File: src/hdl/atsc_map.svh
/*
  register offsets, field positions, reset values and command codes of the
  task-file status and control block; include once from each design file
*/
`ifndef ATSC_MAP_SVH
`define ATSC_MAP_SVH

// ----------------------------------------------------------------------
// task-file offsets
// ----------------------------------------------------------------------
`define ATSC_OFF_FEATURE    4'h1
`define ATSC_OFF_CYL_LO     4'h4
`define ATSC_OFF_CYL_HI     4'h5
`define ATSC_OFF_DRV_HEAD   4'h6
`define ATSC_OFF_STATUS     4'h7
`define ATSC_OFF_ALT_STATUS 4'he
`define ATSC_OFF_DEV_CTRL   4'he
`define ATSC_OFF_DRIVE_ADDR 4'hf

// ----------------------------------------------------------------------
// field positions
// ----------------------------------------------------------------------
`define ATSC_STS_BUSY     7
`define ATSC_STS_READY    6
`define ATSC_STS_WFAULT   5
`define ATSC_STS_SEEK     4
`define ATSC_STS_XFER     3
`define ATSC_STS_CORRECTED_DATA_FLAG     2
`define ATSC_STS_INDEX    1
`define ATSC_STS_ERROR    0
`define ATSC_CTL_SRST     2
`define ATSC_CTL_IEN_N    1
`define ATSC_DH_LBA       6
`define ATSC_DH_DRV       4
`define ATSC_DA_WTG_N     6

// ----------------------------------------------------------------------
// reset values
// ----------------------------------------------------------------------
`define ATSC_RST_DRV_HEAD 8'ha0
`define ATSC_RST_BYTE     8'h00

// ----------------------------------------------------------------------
// health-monitoring subcommands and signature
// ----------------------------------------------------------------------
`define ATSC_SC_READ_DATA   8'hd0
`define ATSC_SC_READ_THRESH 8'hd1
`define ATSC_SC_AUTOSAVE    8'hd2
`define ATSC_SC_READ_LOG    8'hd5
`define ATSC_SC_WRITE_LOG   8'hd6
`define ATSC_SC_ENABLE      8'hd8
`define ATSC_SC_DISABLE     8'hd9
`define ATSC_SC_RET_STATUS  8'hda
`define ATSC_SIG_CYL_LO     8'h4f
`define ATSC_SIG_CYL_HI     8'hc2

`endif

File: src/hdl/atsc_pkg.sv
/*
  types shared by the status and control block and its helpers;
  assumes nothing of its surroundings
*/
package atsc_pkg;

  typedef enum logic [3:0] {
    SMART_NONE, SMART_READ_DATA, SMART_READ_THRESH, SMART_AUTOSAVE,
    SMART_READ_LOG, SMART_WRITE_LOG, SMART_ENABLE, SMART_DISABLE,
    SMART_RET_STATUS
  } atsc_smart_t;

  typedef struct packed {
    logic busy;
    logic ready;
    logic write_fault;
    logic seek_complete;
    logic xfer_request;
    logic corrected;
    logic cmd_error;
  } atsc_core_sts_t;

  typedef struct packed {
    logic rd;
    logic wr;
    logic [3:0] addr;
    logic [7:0] wdata;
  } atsc_tf_req_t;

endpackage : atsc_pkg

File: src/hdl/atsc_smart_dec.sv
/*
  decoder of the health-monitoring subcommand byte held in the feature
  register; purely combinational, the caller registers the result
*/
`timescale 1ns/10ps
`include "atsc_map.svh"

module atsc_smart_dec (
  input wire logic [7:0] feature,
  output atsc_pkg::atsc_smart_t cmd
);
  import atsc_pkg::*;

  always_comb begin
    case (feature)
      `ATSC_SC_READ_DATA:   cmd = SMART_READ_DATA;
      `ATSC_SC_READ_THRESH: cmd = SMART_READ_THRESH;
      `ATSC_SC_AUTOSAVE:    cmd = SMART_AUTOSAVE;
      `ATSC_SC_READ_LOG:    cmd = SMART_READ_LOG;
      `ATSC_SC_WRITE_LOG:   cmd = SMART_WRITE_LOG;
      `ATSC_SC_ENABLE:      cmd = SMART_ENABLE;
      `ATSC_SC_DISABLE:     cmd = SMART_DISABLE;
      `ATSC_SC_RET_STATUS:  cmd = SMART_RET_STATUS;
      default:              cmd = SMART_NONE;
    endcase
  end

endmodule : atsc_smart_dec

File: src/hdl/atsc_drive_readback.sv
/*
  builds the legacy drive address readback byte from the drive/head
  register and the core's write activity; combinational
*/
`timescale 1ns/10ps
`include "atsc_map.svh"

module atsc_drive_readback (
  input wire logic [7:0] drive_head,
  input wire logic write_active,
  input wire logic drive_present,
  output logic [7:0] readback
);

  logic drv_bit;

  assign drv_bit = drive_head[`ATSC_DH_DRV];

  always_comb begin
    // top bit has no defined meaning; zero keeps it from fighting the bus
    readback[7] = 1'b0;
    readback[`ATSC_DA_WTG_N] = ~write_active;
    readback[5:2] = ~drive_head[3:0];
    readback[1] = ~(drive_present & drv_bit);
    readback[0] = ~(drive_present & ~drv_bit);
  end

endmodule : atsc_drive_readback

File: src/hdl/atsc_regs.sv
/*
  task-file status and control registers: status and alternate status,
  device control, drive address readback and subcommand decode.
  assumes a host port already decoded to a 4-bit offset with single-cycle
  read and write strobes, and a device core that reports its state levels.
*/
// Overview of operation
// - status and alternate both return status; only primary read clears interrupt
// - busy bit 7 set while device owns buffers; other bits invalid then
// - ready bit 6 held low from power-up until commands can be accepted
// - data request bit 3 set whenever a data-register word transfer is needed
// - corrected bit 2 set after a fixed error; multi-sector read continues
// - status bit 1 always reads zero
// - error bit 0 set when previous command failed; details in error register
// - device control writes ignore bits 7 to 3 and bit 0
// - soft reset bit 2 holds controller in reset until written back to zero
// - bit 1 zero enables interrupts, one suppresses; also drives config interrupt bit
// - interrupt disable bit cleared at power-on and reset
// - readback bit 6 is zero during a write, one otherwise
// - readback bits 5 to 2 are inverted head-select bits 3 to 0
// - readback bits 1 and 0 low show drive 1 or drive 0 selected
// - readback bit 7 is undefined; hosts should avoid mapping that register
// - feature register codes select health-monitoring subcommands
// - head-select bits are head number in CHS, address bits 27 to 24 in LBA
`timescale 1ns/10ps
`include "atsc_map.svh"

module atsc_regs #(
  parameter logic [7:0] SMART_OPCODE = 8'hb0
) (
  input wire logic clk,
  input wire logic rst,
  input wire atsc_pkg::atsc_tf_req_t tf_req,
  input wire atsc_pkg::atsc_core_sts_t core_sts,
  input wire logic irq_event,
  input wire logic write_active,
  input wire logic drive_present,
  output logic [7:0] rdata_r,
  output logic irq_r,
  output logic soft_reset_r,
  output logic int_disable_n_r,
  output logic lba_mode_r,
  output logic [3:0] head_lba_hi_r,
  output logic smart_valid_r,
  output logic smart_reject_r,
  output atsc_pkg::atsc_smart_t smart_cmd_r
);
  import atsc_pkg::*;

  // ----------------------------------------------------------------------
  // state and next values
  // ----------------------------------------------------------------------
  logic [7:0] drive_head_r;
  logic [7:0] drive_head_nxt;
  logic [7:0] feature_r;
  logic [7:0] feature_nxt;
  logic [7:0] cyl_lo_r;
  logic [7:0] cyl_lo_nxt;
  logic [7:0] cyl_hi_r;
  logic [7:0] cyl_hi_nxt;
  logic irq_pend_r;
  logic irq_pend_nxt;
  logic [7:0] rdata_nxt;
  logic irq_nxt;
  logic soft_reset_nxt;
  logic int_disable_n_nxt;
  logic smart_valid_nxt;
  logic smart_reject_nxt;
  atsc_smart_t smart_cmd_nxt;

  logic [7:0] sts_byte;
  logic [7:0] drive_addr_byte;
  atsc_smart_t dec_cmd;
  logic rd_status;
  logic rd_alt;
  logic wr_ctrl;
  logic wr_taskfile;
  logic sig_ok;

  // ----------------------------------------------------------------------
  // helpers
  // ----------------------------------------------------------------------
  atsc_smart_dec u_dec (
    .feature(feature_r),
    .cmd(dec_cmd)
  );

  atsc_drive_readback u_rb (
    .drive_head(drive_head_r),
    .write_active(write_active),
    .drive_present(drive_present),
    .readback(drive_addr_byte)
  );

  // ----------------------------------------------------------------------
  // status byte
  // ----------------------------------------------------------------------
  always_comb begin
    sts_byte = `ATSC_RST_BYTE;
    sts_byte[`ATSC_STS_BUSY] = core_sts.busy;
    sts_byte[`ATSC_STS_READY] = core_sts.ready;
    sts_byte[`ATSC_STS_WFAULT] = core_sts.write_fault;
    sts_byte[`ATSC_STS_SEEK] = core_sts.seek_complete;
    sts_byte[`ATSC_STS_XFER] = core_sts.xfer_request;
    sts_byte[`ATSC_STS_CORRECTED_DATA_FLAG] = core_sts.corrected;
    sts_byte[`ATSC_STS_INDEX] = 1'b0;
    sts_byte[`ATSC_STS_ERROR] = core_sts.cmd_error;
  end

  // ----------------------------------------------------------------------
  // access decode
  // ----------------------------------------------------------------------
  assign rd_status = tf_req.rd && (tf_req.addr == `ATSC_OFF_STATUS);
  assign rd_alt = tf_req.rd && (tf_req.addr == `ATSC_OFF_ALT_STATUS);
  assign wr_ctrl = tf_req.wr && (tf_req.addr == `ATSC_OFF_DEV_CTRL);
  // host writes to the task file, except device control, are dropped while busy or in soft reset; reads are still answered
  assign wr_taskfile = tf_req.wr && !core_sts.busy && !soft_reset_r;
  assign sig_ok = (cyl_lo_r == `ATSC_SIG_CYL_LO) && (cyl_hi_r == `ATSC_SIG_CYL_HI);

  // ----------------------------------------------------------------------
  // next-value logic
  // ----------------------------------------------------------------------
  always_comb begin
    drive_head_nxt = drive_head_r;
    feature_nxt = feature_r;
    cyl_lo_nxt = cyl_lo_r;
    cyl_hi_nxt = cyl_hi_r;
    irq_pend_nxt = irq_pend_r;
    rdata_nxt = rdata_r;
    soft_reset_nxt = soft_reset_r;
    int_disable_n_nxt = int_disable_n_r;
    smart_valid_nxt = 1'b0;
    smart_reject_nxt = 1'b0;
    smart_cmd_nxt = smart_cmd_r;

    if (wr_taskfile) begin
      case (tf_req.addr)
        `ATSC_OFF_FEATURE: feature_nxt = tf_req.wdata;
        `ATSC_OFF_CYL_LO: cyl_lo_nxt = tf_req.wdata;
        `ATSC_OFF_CYL_HI: cyl_hi_nxt = tf_req.wdata;
        `ATSC_OFF_DRV_HEAD: drive_head_nxt = tf_req.wdata;
        `ATSC_OFF_STATUS: begin
          if (tf_req.wdata == SMART_OPCODE) begin
            // without the signature, or with an unknown subcommand, the command is not issued; only the reject pulse fires
            if (sig_ok && dec_cmd != SMART_NONE) begin
              smart_valid_nxt = 1'b1;
              smart_cmd_nxt = dec_cmd;
            end else begin
              smart_reject_nxt = 1'b1;
            end
          end
        end
        default: ;
      endcase
    end

    // only the two live bits are kept; the rest of the byte is dropped
    if (wr_ctrl) begin
      soft_reset_nxt = tf_req.wdata[`ATSC_CTL_SRST];
      int_disable_n_nxt = tf_req.wdata[`ATSC_CTL_IEN_N];
    end

    // event wins over a same-cycle clear by a primary status read
    if (rd_status) begin
      irq_pend_nxt = 1'b0;
    end
    if (soft_reset_r) begin
      irq_pend_nxt = 1'b0;
    end
    if (irq_event && !soft_reset_r) begin
      irq_pend_nxt = 1'b1;
    end

    irq_nxt = irq_pend_r && !int_disable_n_r;

    if (tf_req.rd) begin
      case (tf_req.addr)
        `ATSC_OFF_STATUS: rdata_nxt = sts_byte;
        `ATSC_OFF_ALT_STATUS: rdata_nxt = sts_byte;
        `ATSC_OFF_DRIVE_ADDR: rdata_nxt = drive_addr_byte;
        `ATSC_OFF_CYL_LO: rdata_nxt = cyl_lo_r;
        `ATSC_OFF_CYL_HI: rdata_nxt = cyl_hi_r;
        `ATSC_OFF_DRV_HEAD: rdata_nxt = drive_head_r;
        default: rdata_nxt = `ATSC_RST_BYTE;
      endcase
    end
  end

  // ----------------------------------------------------------------------
  // registers
  // ----------------------------------------------------------------------
  always_ff @(posedge clk or posedge rst) begin
    if (rst) begin
      drive_head_r <= `ATSC_RST_DRV_HEAD;
      feature_r <= `ATSC_RST_BYTE;
      cyl_lo_r <= `ATSC_RST_BYTE;
      cyl_hi_r <= `ATSC_RST_BYTE;
      irq_pend_r <= 1'b0;
      rdata_r <= `ATSC_RST_BYTE;
      irq_r <= 1'b0;
      soft_reset_r <= 1'b0;
      int_disable_n_r <= 1'b0;
      lba_mode_r <= 1'b0;
      head_lba_hi_r <= 4'h0;
      smart_valid_r <= 1'b0;
      smart_reject_r <= 1'b0;
      smart_cmd_r <= SMART_NONE;
    end else begin
      drive_head_r <= drive_head_nxt;
      feature_r <= feature_nxt;
      cyl_lo_r <= cyl_lo_nxt;
      cyl_hi_r <= cyl_hi_nxt;
      irq_pend_r <= irq_pend_nxt;
      rdata_r <= rdata_nxt;
      irq_r <= irq_nxt;
      soft_reset_r <= soft_reset_nxt;
      int_disable_n_r <= int_disable_n_nxt;
      lba_mode_r <= drive_head_nxt[`ATSC_DH_LBA];
      head_lba_hi_r <= drive_head_nxt[3:0];
      smart_valid_r <= smart_valid_nxt;
      smart_reject_r <= smart_reject_nxt;
      smart_cmd_r <= smart_cmd_nxt;
    end
  end
endmodule : atsc_regs

File: config.mk
export PLATFORM = sky130hd
export DESIGN_NAME = atsc_regs
export DESIGN_NICKNAME = d
export VERILOG_FILES = /design/src/hdl/atsc_pkg.sv /design/src/hdl/atsc_smart_dec.sv /design/src/hdl/atsc_drive_readback.sv /design/src/hdl/atsc_regs.sv
export VERILOG_INCLUDE_DIRS = /design/src /design/src/hdl
export SDC_FILE = /design/constraint.sdc
export NUM_CORES = 1
export LEC_CHECK = 0
export BUFFER_PORTS_ARGS = -buffer_cell sky130_fd_sc_hd__buf_2
export CAP_MARGIN = 20
export CORE_MARGIN = 2
export CORE_UTILIZATION = 35
export DETAILED_ROUTE_END_ITERATION = 10
export PLACE_DENSITY = 0.66
export SLEW_MARGIN = 0
export SYNTH_ARGS = -nofsm -noshare
export SYNTH_HDL_FRONTEND = slang
export SYNTH_HIERARCHICAL = 1
export SYNTH_SLANG_ARGS = --single-unit
File: constraint.sdc
create_clock -name clk -period 2.45 [get_ports clk]
set_input_delay 0.1225 -clock clk [delete_from_list [all_inputs] [get_ports clk]]
set_output_delay 0.1225 -clock clk [all_outputs]
set_load 0.005 [all_outputs]
==> metrics.csv <==
stage,metric,value,unit
outcome,status,finished clean,
placement,I/O Buffers,47,
drt,drc violations,0,
run,max-cap violation count,0,
worst_setup_path,max incr delay on CP,540,ps
drt,Antenna Nets Post-Route,0,
worst_setup_path,CP endpoint kind,flop,
clock_network,post-CTS setup buffers,0,
clock_network,TritonCTS buffer count,5,
power,leakage power,0.00142,uW
worst_setup_path,Setup CP Type,reg -> reg,
floorplanning,DIE AREA,8070,sq um
sta,setup slack after layout,231,ps
synthesis,Seq cells post-synth,50,
synthesis,Post-synth top cells,"48 x dfrtp_1, 29 x mux2_2, 12 x a21oi_1, 11 x mux2i_1",
sta,setup violators final,0,
synthesis,post-synth top area share,0.466,
clock_network,CTS resizes,0,
placement,DPL Wire Length,4390,microns
synthesis,synthesized area per cell,11.7,sq um
placement,pre-CTS setup slack,239,ps
floorplanning,row count,31,
worst_setup_path,worst-path cell chain,or4b_1 -> a21oi_1 -> nor4_1 -> nor3_1 -> nand4_1 -> mux2_2,
floorplanning,Die Width,89.9,microns
synthesis,adder-cell share of the synthesized area,0,
synthesis,Gate Count Post-Synth,220,
synthesis,Synthesized Nets,246,
worst_setup_path,Critical Path AT,2410,ps
synthesis,"Warnings, synthesis",6,
power,Pwr Total,2130,uW
floorplanning,Core ar.,7180,sq um
sta,fmax,0.451,GHz
drt,Via-to-Cell Ratio,5.00,
floorplanning,Die Ht,89.9,microns
clock_network,CTS tree,built,
synthesis,top-count cell post-synth,dfrtp_1,
floorplanning,Initial Util,0.360,
worst_setup_path,WP buf/inv,0,
finish,P&R area growth vs syn,16.5,%
finish,Ant. Diodes,0,
global_route,largest net degree at the start of global routing,51,
finish,Final nets,288,
clock_network,root buffer selected by CTS,clkbuf_8,
global_route,initial antenna violation count,0,
sta,Final Hold Vio Count,0,
clock_network,Worst-Skew Late Latency,310,ps
sta,Worst-Margin Slew,623,ps
synthesis,post-synthesis xor/xnor area fraction,0.00679,
synthesis,main combinational cell family by area after synthesis,multiplexers,
synthesis,Yosys cell types,42,
worst_hold_path,worst hold path type,in -> reg,
synthesis,mux share of post-synthesis cell area,0.220,
floorplanning,Ports,48,
worst_setup_path,Critical Path Slowest Stage Cell,or4b_1,
sta,fin crit share,0.906,
clock_network,clk slew on worst S/H paths,90,ps
sta,skew final,9.89,ps
global_route,first-pass GRT wire length,9890,microns
placement,routability cong.,0.845,
clock_network,H-tree depth,2,
drt,routed len/inst,16.1,microns
sta,post-route minimum period,2220,ps
synthesis,Yosys top cell by area,dfrtp_1,
global_route,final global-route overflow total,0,
synthesis,asr flop ratio synth,1.00,
synthesis,simple-gate area share of the yosys netlist,0.138,
global_route,GRT Resource Usage Total,0.154,
clock_network,Max Buffers Root-to-Sink,2,
worst_setup_path,Worst EP required,2640,ps
sta,Max-slew headroom,0.584,
clock_network,# hold bufs at CTS,1,
finish,final cell count without fillers,362,
synthesis,sequential share of the synthesized area,0.486,
drt,Routed Wire Length,5840,microns
finish,final core utilization,0.419,
sta,RSZ-0062 raised after global routing,no,
sta,Max Slew Vio Count,0,
drt,starting DRC count in detailed routing,45,
sta,Setup TNS,0,ps
synthesis,top_reg_cell synth,dfrtp_1,
clock_network,# clock sinks,50,
drt,total number of vias,1809,
drt,DR pass1 iterations,4,
synthesis,Synth Area in Compound Gates,0.0902,
synthesis,ranking of synthesized cells by area,"dfrtp_1 47%, mux2_2 13%, mux2_4 4.7%, mux2i_1 4.3%, nor2b_1 2.4%",
finish,layout cells sized above 1,0.380,
synthesis,Post-synth EDFFs,0,
worst_setup_path,Worst setup SP type,flop,
global_route,vias in the first global route,1891,
synthesis,synthesized area,2580,sq um
placement,Inst Count DP,353,
worst_setup_path,crit-path max FO,8,
power,Pwr per Cell Area,710,nW/um^2
power,"IR drop worst, VDD",0.274,mV
worst_setup_path,"CP delay by family, top",simple AND/OR/NAND/NOR gates,
-- path summary, 6_finish.rpt --
path	startpoint	to	slack, ps	cells after the start
worst min-delay path	irq_event	irq_pend_r$_DFFE_PP0P_	20	3
min in group asynchronous	rst	feature_r[1]$_DFFE_PP0P_	520	4
worst min register to register	int_disable_n_r$_DFFE_PP0P_	irq_r$_DFF_PP0_	450	1
worst max-delay path	feature_r[1]$_DFFE_PP0P_	smart_cmd_r[1]$_DFFE_PP0P_	230	6
max in group asynchronous	rst	cyl_lo_r[6]$_DFFE_PP0P_	1520	4
worst max register to register	feature_r[1]$_DFFE_PP0P_	smart_cmd_r[1]$_DFFE_PP0P_	230	6
-- power by group --
| part | internal, uW | switching (uW) | leakage, uW |
|---|---|---|---|
| Clock | 435 | 269 | 0.0000714 |
| Sequential | 958 | 108 | 0.000648 |
| Combinational | 204 | 161 | 0.000703 |
| Total | 1600 | 537 | 0.00142 |
-- per-layer routing --
layer | wire (microns) | GRT usage | up-vias
met2 | 2620 | 0.242 | 56
met4 | 73 | 0.0462 | 0
met3 | 376 | 0.0377 | 8
li1 | - | - | 879
met5 | 0 | 0 | -
met1 | 2770 | 0.212 | 866
-- placed cells by master, fill, tap and decap left out, types with 4 or more instances in the layout --
cell | netlist | layout
nor2b_1 | 10 | 10
nor2_1 | 8 | 8
inv_1 | 10 | 9
a22oi_1 | 6 | 6
nand2_1 | 5 | 5
a21oi_1 | 12 | 12
o2bb2ai_1 | 6 | 6
buf_2 | 2 | 47
mux2_2 | 29 | 29
nand4b_1 | 5 | 5
clkbuf_8 | 0 | 6
nand4_1 | 4 | 4
dfrtp_1 | 48 | 48
mux2_4 | 8 | 8
mux2i_1 | 11 | 11
o21ai_0 | 8 | 8
-- worst register-to-register path: cells and delay by family (launching register included) --
family / cells / cell delay (ps)
DFF: 1 / 460
muxes: 1 / 330
and+or+nand+nor: 4 / 1130
AOI/OAI and AO/OA: 1 / 180
-- sequential cells by signal, indices dropped and copies added (netlist names) --
name	cells
cyl_hi_r	8
cyl_lo_r	8
feature_r	8
rdata_r	8
drive_head_r	5
smart_cmd_r	4
head_lba_hi_r	3
int_disable_n_r	1
irq_pend_r	1
irq_r	1
smart_reject_r	1
smart_valid_r	1
soft_reset_r	1
-- kinds of logic (layout without fill, tap and decap cells) --
group / count (synthesis) / after routing
AOI/OAI and AO/OA: 37 / 37
muxes: 49 / 49
other: 1 / 1
xor gates and xnor gates: 2 / 2
DFF: 50 / 50
and+or+nand+nor: 54 / 54
buffers and inverters: 27 / 70
-- per-stage QoR --
stage,area (sq um),hold WS (ps)
floorplan,2580,249
global placement,2850,322
detailed placement,2850,331
CTS,3010,15.6
global route,3010,39.3
finish,3010,22.8
-- area by class of cell --
cell class | count | area [sq um]
Clock buffer | 6 | 82.6
Clock inverter | 2 | 60.1
Tap cell | 99 | 124
Multi-Input combinational cell | 143 | 1180
Inverter | 11 | 41.3
Timing Repair Buffer | 51 | 268
Fill cell | 700 | 4170
Sequential cell | 50 | 1250
Note: power is estimated with default switching activity, not from simulation.
